[src/verilog/spld_pkg.sv]
// shared constants and types for the serial/parallel latch driver
package spld_pkg;
   localparam int unsigned WORD_W = 6;
   localparam int unsigned CLK_MHZ = 250;
   // serial clock low and high half-periods, in host clock cycles
   localparam int unsigned SCK_PERIOD_NS = 100;
   localparam int unsigned SCK_HALF_CYC =
      (SCK_PERIOD_NS * CLK_MHZ + 1999) / 2000;
   localparam int unsigned LE_WIDTH_NS = 10;
   localparam int unsigned LE_WIDTH_CYC =
      (LE_WIDTH_NS * CLK_MHZ + 999) / 1000;
   localparam int unsigned LE_SPACE_NS = 630;
   localparam int unsigned LE_SPACE_CYC =
      (LE_SPACE_NS * CLK_MHZ + 999) / 1000;
   localparam int unsigned PUP_TIME_MS = 200;
   localparam int unsigned PUP_CYC_DEF = PUP_TIME_MS * CLK_MHZ * 1000;
   localparam int unsigned CNT_W = 32;
   localparam logic [5:0] PUP_BIT4 = 6'h10;
   localparam logic [5:0] PUP_BIT5 = 6'h20;
   localparam logic [5:0] PUP_ALL = 6'h3F;
   localparam logic [5:0] PUP_NONE = 6'h00;
   localparam logic [2:0] BIT_CNT_RST = 3'h0;

   typedef enum logic [2:0] {
      SPLD_IDLE = 3'h0,
      SPLD_LOW = 3'h1,
      SPLD_HIGH = 3'h3,
      SPLD_LE_HI = 3'h2,
      SPLD_SPACE = 3'h6
   } spld_state_type;

   function automatic logic [5:0] spld_pup_word(input logic [1:0] sel);
      logic [5:0] w;
      w = PUP_NONE;
      case (sel)
         2'h1: w = PUP_BIT4;
         2'h2: w = PUP_BIT5;
         2'h3: w = PUP_ALL;
         default: w = PUP_NONE;
      endcase
      return w;
   endfunction
endpackage
[src/verilog/spld_if.sv]
// pin-level link between host and driver
`timescale 1ns/1ns
interface spld_if;
   logic serial_mode;
   logic serial_data;
   logic serial_clk;
   logic latch_strobe;
   logic [5:0] parallel_word_in;
   logic powerup_select_lo;
   logic powerup_select_hi;
   modport device (
      input serial_mode, serial_data, serial_clk, latch_strobe,
      input parallel_word_in, powerup_select_lo, powerup_select_hi
   );
   modport host (
      output serial_mode, serial_data, serial_clk, latch_strobe,
      output parallel_word_in, powerup_select_lo, powerup_select_hi
   );
endinterface

[src/verilog/spld_host.sv]
// host end: serial word sender and parallel/strobe driver
`timescale 1ns/1ns
module spld_host
   import spld_pkg::*;
(
   input wire logic clk,
   input wire logic rstn,
   spld_if.host pins,
   input wire logic cfg_serial,
   input wire logic cfg_direct,
   input wire logic [1:0] cfg_pup,
   input wire logic [5:0] word_in,
   input wire logic word_valid,
   output logic word_ready
);
   typedef struct packed {
      spld_state_type st;
      logic [5:0] sh;
      logic [2:0] bits;
      logic [7:0] cnt;
      logic sck;
      logic sdat;
      logic le;
      logic [5:0] par;
   } spld_host_type;

   spld_host_type s_q, s_d;

   always_comb begin
      s_d = s_q;
      case (s_q.st)
         SPLD_IDLE: begin
            s_d.le = cfg_direct && !cfg_serial;
            if (word_valid) begin
               s_d.le = 1'b0;
               s_d.cnt = 8'h00;
               if (cfg_serial) begin
                  s_d.sh = word_in;
                  s_d.sdat = word_in[5];
                  s_d.bits = BIT_CNT_RST;
                  s_d.st = SPLD_LOW;
               end else begin
                  s_d.par = word_in;
                  s_d.st = SPLD_HIGH;
               end
            end
         end
         SPLD_LOW: begin
            s_d.cnt = s_q.cnt + 8'h01;
            if (s_q.cnt == 8'(SCK_HALF_CYC - 1)) begin
               s_d.cnt = 8'h00;
               s_d.sck = 1'b1;
               s_d.st = SPLD_HIGH;
            end
         end
         SPLD_HIGH: begin
            // serial: clock high half; parallel: input settle time
            s_d.cnt = s_q.cnt + 8'h01;
            if (s_q.cnt == 8'(SCK_HALF_CYC - 1)) begin
               s_d.cnt = 8'h00;
               s_d.sck = 1'b0;
               if (cfg_serial && s_q.bits != 3'(WORD_W - 1)) begin
                  s_d.bits = s_q.bits + 3'h1;
                  s_d.sh = {s_q.sh[4:0], 1'b0};
                  s_d.sdat = s_q.sh[4];
                  s_d.st = SPLD_LOW;
               end else begin
                  s_d.le = 1'b1;
                  s_d.st = SPLD_LE_HI;
               end
            end
         end
         SPLD_LE_HI: begin
            // device samples through two flops, so hold well past min
            s_d.cnt = s_q.cnt + 8'h01;
            if (s_q.cnt == 8'(LE_WIDTH_CYC * 4 - 1)) begin
               s_d.cnt = 8'h00;
               s_d.le = 1'b0;
               s_d.st = SPLD_SPACE;
            end
         end
         SPLD_SPACE: begin
            s_d.cnt = s_q.cnt + 8'h01;
            if (s_q.cnt == 8'(LE_SPACE_CYC - 1)) begin
               s_d.cnt = 8'h00;
               s_d.st = SPLD_IDLE;
            end
         end
         default: s_d.st = SPLD_IDLE;
      endcase
   end

   always_ff @(posedge clk or negedge rstn) begin
      if (!rstn) begin
         s_q <= '0;
      end else begin
         s_q <= s_d;
      end
   end

   assign word_ready = (s_q.st == SPLD_IDLE);
   assign pins.serial_mode = cfg_serial;
   assign pins.serial_data = s_q.sdat;
   assign pins.serial_clk = s_q.sck;
   assign pins.latch_strobe = s_q.le;
   assign pins.parallel_word_in = s_q.par;
   assign pins.powerup_select_lo = cfg_pup[0];
   assign pins.powerup_select_hi = cfg_pup[1];
endmodule

[src/flat_wrapper.sv]
// flat-port wrapper written by rule: the top's interface ports become plain ports
module spld_host_flat import spld_pkg::*;
  (clk, rstn, cfg_serial, cfg_direct, cfg_pup, word_in, word_valid, word_ready, pins_serial_mode, pins_serial_data, pins_serial_clk, pins_latch_strobe, pins_parallel_word_in, pins_powerup_select_lo, pins_powerup_select_hi);
  spld_if pins_i ();
  input wire logic clk;
  input wire logic rstn;
  input wire logic cfg_serial;
  input wire logic cfg_direct;
  input wire logic [1:0] cfg_pup;
  input wire logic [5:0] word_in;
  input wire logic word_valid;
  output logic word_ready;
  output wire logic [$bits(pins_i.serial_mode)-1:0] pins_serial_mode;
  output wire logic [$bits(pins_i.serial_data)-1:0] pins_serial_data;
  output wire logic [$bits(pins_i.serial_clk)-1:0] pins_serial_clk;
  output wire logic [$bits(pins_i.latch_strobe)-1:0] pins_latch_strobe;
  output wire logic [$bits(pins_i.parallel_word_in)-1:0] pins_parallel_word_in;
  output wire logic [$bits(pins_i.powerup_select_lo)-1:0] pins_powerup_select_lo;
  output wire logic [$bits(pins_i.powerup_select_hi)-1:0] pins_powerup_select_hi;
  assign pins_serial_mode = pins_i.serial_mode;
  assign pins_serial_data = pins_i.serial_data;
  assign pins_serial_clk = pins_i.serial_clk;
  assign pins_latch_strobe = pins_i.latch_strobe;
  assign pins_parallel_word_in = pins_i.parallel_word_in;
  assign pins_powerup_select_lo = pins_i.powerup_select_lo;
  assign pins_powerup_select_hi = pins_i.powerup_select_hi;
  spld_host u_core (.clk(clk), .rstn(rstn), .pins(pins_i), .cfg_serial(cfg_serial), .cfg_direct(cfg_direct), .cfg_pup(cfg_pup), .word_in(word_in), .word_valid(word_valid), .word_ready(word_ready));
endmodule
[config.mk]
export PLATFORM = sky130hd
export DESIGN_NAME = spld_host_flat
export DESIGN_NICKNAME = d
export VERILOG_FILES = /design/src/verilog/spld_pkg.sv /design/src/verilog/spld_if.sv /design/src/verilog/spld_host.sv /design/src/flat_wrapper.sv
export SDC_FILE = /design/constraint.sdc
export NUM_CORES = 1
export LEC_CHECK = 0
export BUFFER_PORTS_ARGS = -buffer_cell sky130_fd_sc_hd__buf_2
export CAP_MARGIN = 20
export CELL_PAD_IN_SITES_DETAIL_PLACEMENT = 0
export CELL_PAD_IN_SITES_GLOBAL_PLACEMENT = 2
export CORE_ASPECT_RATIO = 1.5
export CORE_MARGIN = 2
export CORE_UTILIZATION = 36
export DETAILED_ROUTE_END_ITERATION = 12
export GPL_ROUTABILITY_DRIVEN = 1
export HOLD_SLACK_MARGIN = 0.1
export PLACE_DENSITY = 0.83
export SYNTH_ARGS = -nofsm -noshare
export SYNTH_HDL_FRONTEND = slang
export SYNTH_SLANG_ARGS = --single-unit
[constraint.sdc]
create_clock -name clk -period 2.81 [get_ports clk]
set_input_delay 0.281 -clock clk [delete_from_list [all_inputs] [get_ports clk]]
set_output_delay 0.281 -clock clk [all_outputs]
set_load 0.01 [all_outputs]
# == Word-level counts from Yosys, hierarchy flattened ==
# Cells that the tools add are included.
# totals
word_cells,65
out_inout_bits,13
register_bits,28
input_bits,13
# op_classes
n_addsub,2
eq_ne,16
n_bitwise,1
reduce_logical,14
n_mux,24
# ops
operator,n
$pmux 8 s5,1
$mux 9,3
$mux 8,3
$mux 23,1
$mux 20,1
$eq 8x4->1 const B,2
$pmux 8 s2,1
$pmux 3 s5,1
$ne 2x1->1 const B,5
$reduce_and 5->1,2
$mux 3,3
$add 8x1->8 const B,1
$eq 8x8->1 const B,1
$eq 3x2->1 const B,2
$mux 6,1
$ne 2x2->1 const B,3
$reduce_and 3->1,2
$reduce_bool 5->1,1
$mux 1,4
$mux 2,2
$pmux 1 s2,2
$reduce_and 4->1,1
$reduce_bool 2->1,2
$add 3x1->3 const B,1
10 further kinds,11

# == Logic depth before layout (Yosys ltp) ==
# Gate-level depths: netlist (run 1).
# logic_depth
word_depth,5
ltp_mapped,7
ltp_nobuf,6

# == Least setup slack after synthesis (run 1) ==
# No wires, ideal clock.
# synth_path
kind,register -> register
from,reg u_core.s_q[13] in the netlist's numbering
to,"reg u_core.s_q, in the netlist u_core.pins.serial_data"
period_less_slack_ns,2.209
t_required_ns,2.685
n_path_buf,2
setup_slack_ns,0.601
t_arrival_ns,2.084
path_stages_with_launch,7
setup_time_ns,0.125
cell_sequence,dfrtp_1 -> buf_6 -> or4_4 -> or4_4 -> buf_6 -> nand2_8 -> mux2_4
# synth_via
elab_chain_len,3
# synth_rtl
item,line_no,text
from (decl),spld_host.sv:27,"spld_host_type s_q, s_d;"
from (signal assigned),spld_host.sv:95,s_q <= '0;
from (signal assigned),spld_host.sv:97,s_q <= s_d;
$eq 8x4->1,spld_host.sv:59,if (s_q.cnt == 8'(SCK_HALF_CYC - 1)) begin
$ne 2x1->1 (no line),--,
$reduce_and 5->1 (no line),--,
# No other way between the ends.
# A chain may end at the register's enable or synchronous reset.

# == Final worst setup path (run 1) ==
# layout_path
from,reg u_core.s_q[13] in the netlist's numbering
to,reg u_core.s_q[22] in the netlist's numbering
# Same word-level chain as after synthesis.

==> reports/metrics.csv, run 1 <==
stage;metric;value;unit
synth;Synth Net Count;174;
floorplan;Core Region;4470;um^2
route;Routed Antenna Nets;0;
power;switch share;19.9;%
power;sequential power share;53.5;%
outcome;run status;completed;
route;DR vias/cell;5.71;
route;detailed-route via count;1233;
run;max_cap viols;0;
final_layout;area of the multi-input gates;820;um^2
synth;Synth top area share;42.2;%
synth;distinct cell type count after synthesis;43;
global_routing;grt met3 use;1.93;%
timing;Tmin final;2240;ps
route;drt total wl;3.45;mm
global_routing;total grt overflow;0;
final_layout;Final Non-Filler Cells;216;
power;Pleak;0.863;nW
final_layout;number of antenna diodes;0;
route;drt first pass iters;4;
synth;synthesized area;1660;um^2
timing;Slew HR;55.0;%
global_routing;M1 GR Usage;16.5;%
clock_network;Clock Latency Late Sink;270;ps
timing;final setup vio count;0;
final_layout;register area;701;um^2
worst_setup_path;cells along the critical path;or4_4 > or4_4 > nand2_8 > mux2_4;
timing;worst slew pin tran;671;ps
timing;Tcrit/Tclk final;79.7;%
global_routing;vias in the first global route;1214;
floorplan;Die ar.;5180;um^2
global_routing;met2 Use GR;26.2;%
worst_setup_path;Critical Path Start Type;flop;
floorplan;starting density of the core;37.1;%
synth;Post-Syn Instances;156;
place;dpl cells;211;
final_layout;share of cells above drive strength 1;28.6;%
power;Sw Pwr;151;uW
power;P_int;611;uW
final_layout;NumNets Final;187;
timing;Slew Limit Fails;0;
floorplan;num rows;30;
timing;Worst Skew;2.04;ps
hold_path;Worst Hold Class;input pin to flop;
route;wire length per cell;15.9;um
power;Comb pwr share;4.5;%
timing;RSZ-0062 raised after global routing;false;
synth;ranking of synthesized cells by area;dfrtp_1 42%, mux2_4 4.5%, buf_4 4.1%, mux2_2 4.1%, ha_1 3.8%;
global_routing;first-pass GRT wire length;5.76;mm
clock_network;CTS resizes;0;
worst_setup_path;Worst path slowest cell;or4_4;
route;# DRC;0;
clock_network;Clock Tree Root;clkbuf_8;
clock_network;CTS Buf Count;3;
timing;Fin Hold WS;250;ps
worst_setup_path;Critical Path Max Stage Delay;620;ps
worst_setup_path;worst path arrival time;2410;ps
global_routing;GRT Total Usage;14.4;%
synth;number of synthesized flops with an enable pin;0;
power;PwrDens;422;nW/um^2
route;DR iter-0 viols;44;
worst_setup_path;Crit path required time;2980;ps
clock_network;H-tree Lvls;1;
synth;Main synth FF type;dfrtp_1;
clock_network;Clock transition at path regs;100;ps
synth;Post-synth ARST share;100;%
worst_setup_path;flop-to-flop setup slack;570;ps
worst_setup_path;CP Max Fanout;10;
floorplan;Die H;87.1;um
worst_setup_path;cell mode on critical path;or4_4;
floorplan;DIE WIDTH;59.4;um
synth;syn avg cell area;10.6;um^2
synth;FF+latch count, synth;28;
timing;Max Freq;446;MHz
worst_setup_path;Setup CP Type;flop to flop;
synth;register area share after synthesis;42.2;%
power;clock share of power;42.1;%
clock_network;Sink Count;28;
final_layout;Non-Filler Cell Area, Final;1810;um^2
place;hpwl dp;2.58;mm
place;RD Place Congestion;0.825;
timing;final hold vios;0;
final_layout;area grow syn2layout;8.97;%
clock_network;CTS tree;yes;
synth;post-synth top area cell;dfrtp_1;
global_routing;GR peak layer;met2;
place;port bufs;21;
final_layout;Layout fillers;453;
synth;warning count from the yosys run;0;
place;DP Area;1730;um^2
power;peak supply drop;147;uV
clock_network;CTS Buffer Depth;2;
timing;setup tns final;0;ps
floorplan;IO Pins;26;
global_routing;initial antenna violation count;0;
worst_setup_path;crit end category;flop;
global_routing;largest net degree at the start of global routing;29;
-- worst max-delay path, delay by kind of cell (launching register included) --
| kind | cells | cell delay [ps] |
|---|---|---|
| multiplexers | 1 | 300 |
| flip-flops | 1 | 480 |
| AND/OR/NAND/NOR | 3 | 1350 |
-- layout by cell type (no fill, tap or decap), drive strengths merged, types with 2 or more instances in the layout --
| cell | instances |
|---|---|
| buf | 22 |
| and3 | 4 |
| ha | 5 |
| inv | 9 |
| nor2 | 6 |
| or4 | 2 |
| clkbuf | 3 |
| o31ai | 4 |
| mux2 | 11 |
| dfrtp | 28 |
| nand2b | 5 |
| nand2 | 7 |
| o21ai | 7 |
| nor3 | 8 |
| a22o | 4 |
| a211oi | 5 |
| nand3 | 5 |
| o22ai | 3 |
| mux2i | 5 |
| a21oi | 4 |
-- cell usage after synthesis, types with 2 or more instances --
cell type	instances
ha_1	5
dfrtp_1	28
o22ai_1	3
nor2_1	6
and3_1	4
clkbuf_1	4
a22o_1	4
buf_4	9
o31ai_1	4
mux2_4	5
nand2_1	6
nand2b_1	5
nor3_1	8
or4_4	2
mux2i_1	5
a21oi_1	4
nand3_1	5
a211oi_1	5
o21ai_0	6
inv_1	9
mux2_2	6
buf_6	2
-- per-layer routing --
layer,vias to the layer above,part of all wire (%)
met4,0,1.5
met5,-,0
met2,17,55
met1,620,41
met3,4,2.6
li1,592,-
-- sequential cells by signal (all words and copies together), names as in the netlist --
signal                        cells
u_core.s_q                       19
u_core.pins.parallel_word_in      6
u_core.pins.serial_clk            1
u_core.pins.latch_strobe          1
u_core.pins.serial_data           1
-- timing repair --
item	CTS	global route
endpoints found under the hold margin	28	0
hold buffers	1	0
buffers inserted	0	0
-- power by group through the flow --
stage / Sequential (mW) / Clock (mW) / Combinational (mW)
finish: 0.408 / 0.321 / 0.0342
floorplan: 0.415 / 0 / 0.0171
global route: 0.408 / 0.346 / 0.0395
CTS: 0.408 / 0.328 / 0.0356
global placement: 0.415 / 0 / 0.0333
detailed placement: 0.416 / 0 / 0.0346
-- per-stage QoR --
stage	power, mW	util [%]	setup slack [ps]
finish	0.763	40.5	569
global route	0.794	40.5	453
CTS	0.772	40.5	576
detailed placement	0.450	38.7	587
global placement	0.449	38.7	619
floorplan	0.433	-	601
-- cells by family after synthesis --
| kind of cell | count (synthesis) | synth area share, % |
|---|---|---|
| compound gates | 37 | 16.2 |
| simple gates | 46 | 17.8 |
| flops | 28 | 42.2 |
| mux | 16 | 11.6 |
| fa+ha+maj | 5 | 3.77 |
| buf+inv | 24 | 8.37 |
-- final timing paths --
check / start / endpoint / depth (start not counted)
worst max register to register: u_core.s_q[13] / u_core.s_q[22] / 4
worst max-delay path: u_core.s_q[13] / u_core.s_q[22] / 4
min in group asynchronous: rstn / u_core.pins.latch_strobe / 2
worst min register to register: u_core.pins.parallel_word_in[5] / u_core.pins.parallel_word_in[5] / 1
worst min-delay path: word_in[2] / u_core.pins.parallel_word_in[2] / 2
max in group asynchronous: rstn / u_core.s_q[24] / 2
-- final cells by class --
cell class	instances	share of cell area [%]
clock buffers	3	2.28
multi-input cells	104	45.3
well taps	48	3.32
clock inverters	1	1.66
repair buffers	23	6.78
flip-flops and latches	28	38.8
inverters	9	1.87
(Power assumes the default switching activity.)
==> run 2: changes to the inputs <==
--- a/config.mk
+++ b/config.mk
@@ -5,17 +5,18 @@
 export SDC_FILE = /design/constraint.sdc
 export NUM_CORES = 1
 export LEC_CHECK = 0
+export ABC_AREA = 1
 export BUFFER_PORTS_ARGS = -buffer_cell sky130_fd_sc_hd__buf_2
 export CAP_MARGIN = 20
 export CELL_PAD_IN_SITES_DETAIL_PLACEMENT = 0
 export CELL_PAD_IN_SITES_GLOBAL_PLACEMENT = 2
 export CORE_ASPECT_RATIO = 1.5
 export CORE_MARGIN = 2
-export CORE_UTILIZATION = 36
+export CORE_UTILIZATION = 32
 export DETAILED_ROUTE_END_ITERATION = 12
 export GPL_ROUTABILITY_DRIVEN = 1
 export HOLD_SLACK_MARGIN = 0.1
-export PLACE_DENSITY = 0.83
+export PLACE_DENSITY = 0.82
 export SYNTH_ARGS = -nofsm -noshare
 export SYNTH_HDL_FRONTEND = slang
 export SYNTH_SLANG_ARGS = --single-unit
==> constraint.sdc (replaced) <==
create_clock -name clk -period 2.1 [get_ports clk]
set_input_delay 0.21 -clock clk [delete_from_list [all_inputs] [get_ports clk]]
set_output_delay 0.21 -clock clk [all_outputs]
set_load 0.01 [all_outputs]
==> run 2 against run 1 <==
  * Final area increased by 2.1%
  * Largest power group unchanged
  * Clock-buffer cell count increased by 1
  * Critical path type unchanged
  * Global-route usage decreased by 0.43 points
  * Power increased by 22%
  * Final cell count increased by 40%
  * Clock skew increased by 5.8 ps
  * Die area increased by 13%
  * Clock power increased by 6.9%
  * First-iteration DRC count increased by 18%
  * Register-to-register slack got worse by 270 ps
==> reports/metrics.csv, run 2 <==
stage;metric;value;unit
timing;worst slew pin tran;666;ps
power;clock share of power;36.7;%
route;Routed Antenna Nets;0;
route;wire length per cell;12.3;um
worst_setup_path;crit end category;flop;
clock_network;Sink Count;28;
final_layout;most common cell after layout, fill and taps aside;nand2_1;
global_routing;vias in the first global route;1429;
worst_setup_path;Critical Path Start Type;flop;
clock_network;Clock Tree Root;clkbuf_8;
global_routing;initial antenna violation count;0;
synth;register area share after synthesis;41.6;%
worst_setup_path;WP buf/inv;1;
power;Comb pwr share;4.8;%
route;DR vias/cell;4.60;
power;sequential power share;58.4;%
synth;Synth Net Count;238;
final_layout;final core utilization;36.0;%
timing;Slew HR;55.6;%
run;max_cap viols;0;
power;Pleak;0.962;nW
worst_setup_path;Setup CP Type;flop to flop;
synth;synthesized area;1680;um^2
synth;FF+latch count, synth;28;
worst_setup_path;Worst path depth;9;
synth;Synth top area share;41.6;%
power;Design Power;933;uW
clock_network;CTS resizes;0;
timing;RSZ-0062 raised after global routing;false;
timing;Tmin final;1800;ps
power;switch share;22.2;%
clock_network;CTS Buf Count;3;
final_layout;register with the most flip-flops;u_core.s_q;
worst_setup_path;Worst path slowest cell;dfrtp_1;
synth;Post-synth ARST share;100;%
outcome;run status;completed;
synth;warning count from the yosys run;0;
place;hpwl dp;2.91;mm
clock_network;Clock Latency Late Sink;280;ps
worst_setup_path;Crit path required time;2280;ps
floorplan;Die H;92.8;um
timing;Slew Limit Fails;0;
power;peak supply drop;204;uV
final_layout;most frequent cells in the layout;68 x nand2_1, 28 x dfrtp_1, 25 x nand3_1;
hold_path;Worst Hold Class;input pin to flop;
final_layout;share of cells above drive strength 1;19.7;%
floorplan;DIE WIDTH;63.2;um
worst_setup_path;reg-to-reg endpoint;u_core.s_q[20];
worst_setup_path;R2R Path Start;u_core.s_q[9];
route;drt total wl;3.71;mm
worst_setup_path;end point of the critical path;u_core.s_q[20];
worst_setup_path;Critical Path Max Stage Delay;430;ps
global_routing;largest net degree at the start of global routing;29;
floorplan;starting density of the core;32.8;%
clock_network;Clock transition at path regs;100;ps
worst_setup_path;cells along the critical path;inv_1 > ha_1 > nand3_1 > nor2_2 > nand2_1 > nand2_2 > nand2_2 > nand2_1 > o21ai_2;
final_layout;max reg flops;19;
route;DR iter-0 viols;52;
final_layout;Final Non-Filler Cells;302;
floorplan;Core Region;5120;um^2
final_layout;number of antenna diodes;0;
worst_setup_path;R2R depth;9;
synth;number of synthesized flops with an enable pin;0;
route;drt first pass iters;4;
timing;setup tns final;0;ps
synth;distinct cell type count after synthesis;28;
clock_network;CTS tree;yes;
synth;post-synth top area cell;dfrtp_1;
worst_setup_path;family with the most delay on the worst path;simple AND/OR/NAND/NOR gates;
final_layout;NumNets Final;253;
clock_network;post-CTS setup buffer count;0;
clock_network;quantity of hold-fixing buffers added after cts;1;
place;RD Place Congestion;0.795;
synth;syn avg cell area;7.65;um^2
synth;ranking of synthesized cells by area;dfrtp_1 42%, nand2_1 15%, nand3_1 7.4%, buf_4 4.9%, inv_1 4.2%;
timing;final setup vio count;0;
timing;final hold vios;0;
synth;Commonest cells post-synth;68 x nand2_1, 28 x dfrtp_1, 25 x nand3_1;
timing;Tcrit/Tclk final;85.8;%
synth;Main synth FF type;dfrtp_1;
global_routing;total grt overflow;0;
worst_setup_path;CP Max Fanout;11;
route;detailed-route via count;1388;
timing;Worst Skew;7.82;ps
clock_network;H-tree Lvls;1;
hold_path;worst hold start;word_in[4];
synth;Post-Syn Instances;220;
place;port bufs;21;
power;Sw Pwr;207;uW
route;# DRC;0;
final_layout;area grow syn2layout;9.74;%
synth;count leader, synth;nand2_1;
place;dpl cells;297;
timing;Max Freq;555;MHz
worst_setup_path;flop-to-flop setup slack;300;ps
floorplan;IO Pins;26;
global_routing;first-pass GRT wire length;6.40;mm
floorplan;Die ar.;5870;um^2
worst_setup_path;CP Launch Point;u_core.s_q[9];
power;P_int;726;uW
worst_setup_path;worst path arrival time;1980;ps
floorplan;num rows;32;
power;PwrDens;505;nW/um^2
global_routing;GRT Total Usage;14.0;%
clock_network;CTS Buffer Depth;2;
run 2: cell count changes after synthesis, sizes merged, moves of 7 or more:
cell and change:
o21ai +9, nand2 +66, nand3 +21, nor2 +16, mux2 -11, nor3 -7, inv +13
run 2: kinds of logic (layout without fill, tap and decap cells):
logic type      count (synthesis)  in the layout  synth area share [%]
fa+ha+maj                       5              5                  3.72
flops                          28             28                  41.6
simple gates                  125            125                  32.9
xor+xnor                        5              5                  2.60
buf+inv                        35             49                  10.8
compound gates                 22             22                  8.33
run 2: worst min-delay path by stage:
stage                                           end  slack (ps)  cells past startpoint
detailed placement                   u_core.s_q[21]         290                      1
global route        u_core.pins.parallel_word_in[5]         200                      3
global placement    u_core.pins.parallel_word_in[3]         280                      1
floorplan                  u_core.pins.latch_strobe         -90                      0
CTS                 u_core.pins.parallel_word_in[5]         180                      3
finish              u_core.pins.parallel_word_in[4]         180                      3
run 2: worst reg2reg max path: cells and delay by family (launching register included):
kind | cells | cell delay, ps
AOI/OAI and AO/OA | 1 | 50
buffers and inverters | 1 | 120
adders and majority gates | 1 | 150
and+or+nand+nor | 6 | 940
DFF | 1 | 430
run 2: power by group through the flow:
stage,Sequential (mW),Clock (mW),Combinational (mW)
detailed placement,0.556,0,0.0454
CTS,0.545,0.354,0.0470
floorplan,0.556,0,0.0236
finish,0.545,0.343,0.0449
global placement,0.556,0,0.0451
global route,0.546,0.381,0.0520
run 2: per-stage QoR:
stage / setup WS (ps) / hold WS (ps) / area, um^2
after floorplan: 613 / -85.6 / 1680
after global placement: 389 / 280 / 1780
after detailed placement: 305 / 292 / 1780
after CTS: 289 / 183 / 1850
after global routing: 65.4 / 199 / 1850
final: 299 / 183 / 1850
run 2: per-layer routing:
metal	track usage (%)	wire length (um)	vias up
met3	1.82	114	4
met4	5.80	58	0
met1	14.7	1470	641
met2	27.2	2070	24
met5	0	0	-
li1	-	-	719
run 2: cell type report:
type | instances | area, um^2
fill | 558 | 3280
multi-input combinational | 157 | 801
sequential | 28 | 701
timing repair buffer | 23 | 123
tap | 68 | 85.1
inverter | 22 | 82.6
clock buffer | 4 | 55.1
==> run 3: changes to the inputs <==
--- a/config.mk
+++ b/config.mk
@@ -17,6 +17,7 @@
 export GPL_ROUTABILITY_DRIVEN = 1
 export HOLD_SLACK_MARGIN = 0.1
 export PLACE_DENSITY = 0.82
+export RECOVER_POWER = 50
 export SYNTH_ARGS = -nofsm -noshare
 export SYNTH_HDL_FRONTEND = slang
 export SYNTH_SLANG_ARGS = --single-unit
==> run 3 against run 2 <==
  * Routed wire length is 0.11% higher
  * Die area stayed put
  * Clock-buffer cell count stayed put
  * Largest power group unchanged
  * Critical path depth stayed put
  * Setup slack better by 7.9 ps
  * Maximum frequency is 0.44% higher
  * Final area is 0.68% lower
==> reports/metrics.csv, run 3 (synthesis gave the netlist of run 2 again) <==
stage;metric;value;unit
clock_network;CTS Buffer Depth;2;
worst_setup_path;Critical Path Start Type;flop;
worst_setup_path;family with the most delay on the worst path;simple AND/OR/NAND/NOR gates;
clock_network;Sink Count;28;
timing;worst slew pin tran;740;ps
worst_setup_path;Setup CP Type;flop to flop;
clock_network;post-CTS setup buffer count;0;
run;max_cap viols;0;
worst_setup_path;crit end category;flop;
worst_setup_path;R2R Path Start;u_core.s_q[9];
place;hpwl dp;2.91;mm
route;drt first pass iters;4;
global_routing;first-pass GRT wire length;6.40;mm
worst_setup_path;Worst path slowest cell;dfrtp_1;
global_routing;initial antenna violation count;0;
worst_setup_path;cells along the critical path;inv_1 > ha_1 > nand3_1 > nor2_2 > nand2_1 > nand2_2 > nand2_2 > nand2_1 > o21ai_2;
timing;Worst Skew;7.79;ps
final_layout;most common cell after layout, fill and taps aside;nand2_1;
route;detailed-route via count;1381;
timing;RSZ-0062 raised after global routing;false;
final_layout;area grow syn2layout;9.00;%
route;# DRC;0;
global_routing;vias in the first global route;1429;
place;port bufs;21;
worst_setup_path;reg-to-reg endpoint;u_core.s_q[20];
clock_network;CTS tree;yes;
final_layout;register with the most flip-flops;u_core.s_q;
route;wire length per cell;12.3;um
floorplan;DIE WIDTH;63.2;um
timing;Tcrit/Tclk final;85.4;%
hold_path;Worst Hold Class;input pin to flop;
hold_path;worst hold start;word_in[4];
hold_path;Hold Path Depth;3;
place;RD Place Congestion;0.795;
power;Pleak;0.925;nW
floorplan;num rows;32;
floorplan;IO Pins;26;
route;Routed Antenna Nets;0;
worst_setup_path;Critical Path Max Stage Delay;430;ps
route;DR vias/cell;4.57;
floorplan;Die ar.;5870;um^2
floorplan;starting density of the core;32.8;%
worst_setup_path;worst path arrival time;1970;ps
timing;Slew Limit Fails;0;
final_layout;Non-Filler Cell Area, Final;1830;um^2
final_layout;most frequent cells in the layout;68 x nand2_1, 28 x dfrtp_1, 25 x nand3_1;
worst_setup_path;Crit path required time;2280;ps
power;peak supply drop;203;uV
timing;final hold vios;0;
worst_setup_path;CP Max Fanout;11;
worst_setup_path;WP buf/inv;1;
clock_network;Clock Latency Late Sink;280;ps
hold_path;WHS Endpoint;u_core.pins.parallel_word_in[4];
final_layout;number of antenna diodes;0;
global_routing;largest net degree at the start of global routing;29;
floorplan;Die H;92.8;um
route;DR iter-0 viols;53;
clock_network;CTS Buf Count;3;
final_layout;NumNets Final;253;
floorplan;Core Region;5120;um^2
timing;Tmin final;1790;ps
route;drt total wl;3.72;mm
power;PwrDens;508;nW/um^2
timing;setup tns final;0;ps
global_routing;GRT Total Usage;14.0;%
clock_network;Clock Tree Root;clkbuf_8;
place;DP Area;1780;um^2
final_layout;max reg flops;19;
timing;Max Freq;558;MHz
timing;Slew HR;50.7;%
outcome;run status;completed;
clock_network;Clock transition at path regs;100;ps
worst_setup_path;R2R depth;9;
global_routing;total grt overflow;0;
worst_setup_path;flop-to-flop setup slack;310;ps
clock_network;H-tree Lvls;1;
timing;final setup vio count;0;
final_layout;share of cells above drive strength 1;15.4;%
run 3: layout make-up:
| class | instances | area (um^2) |
|---|---|---|
| Clock buffer | 4 | 55.1 |
| Fill cell | 561 | 3290 |
| Inverter | 22 | 82.6 |
| Multi-Input combinational cell | 157 | 801 |
| Sequential cell | 28 | 701 |
| Tap cell | 68 | 85.1 |
| Timing Repair Buffer | 23 | 110 |
run 3: where the power goes:
group	switching (mW)	internal [mW]
combinational	0.0302	0.0132
sequential	0.00223	0.543
clock	0.175	0.168
total	0.207	0.724
run 3: how the worst max path moves through the flow:
stage | startpoint | endpoint | slack (ps) | cells after the start
global placement | u_core.s_q[9] | u_core.s_q[17] | 390 | 9
CTS | u_core.s_q[9] | u_core.s_q[20] | 290 | 9
finish | u_core.s_q[9] | u_core.s_q[20] | 310 | 9
floorplan | u_core.s_q[9] | u_core.s_q[20] | 610 | 10
global route | u_core.s_q[9] | u_core.s_q[20] | 70 | 9
detailed placement | u_core.s_q[9] | u_core.s_q[20] | 300 | 9
run 3: metrics by stage:
stage / worst slack [ps] / hold WS (ps) / util, % / std cells / power (mW)
final: 307 / 183 / 35.8 / 302 / 0.932
after global routing: 65.4 / 199 / 35.8 / 302 / 0.978
after CTS: 289 / 183 / 36.0 / 302 / 0.947
after detailed placement: 305 / 292 / 34.8 / 297 / 0.601
after global placement: 389 / 280 / 34.8 / 297 / 0.601
after floorplan: 613 / -85.6 / - / 220 / 0.579
run 3: what timing repair did:
action / CTS / global route
hold buffers: 1 / 0
endpoints found under the hold margin: 28 / 0
resized for setup: 0 / 0
run 3: worst reg2reg max path, cell delays in order (launching register included):
cell     delay (ps)
dfrtp_1         430
inv_1           120
ha_1            150
nand3_1         100
nor2_2          300
nand2_1         110
nand2_2         130
nand2_2         170
nand2_1         130
o21ai_2          50
run 3: metal layers:
layer | track usage [%] | up-vias | share of wire [%]
met3 | 1.82 | 4 | 3.3
met2 | 27.2 | 22 | 56
met5 | 0 | - | 0
li1 | - | 719 | -
met4 | 5.80 | 0 | 1.6
met1 | 14.7 | 636 | 40
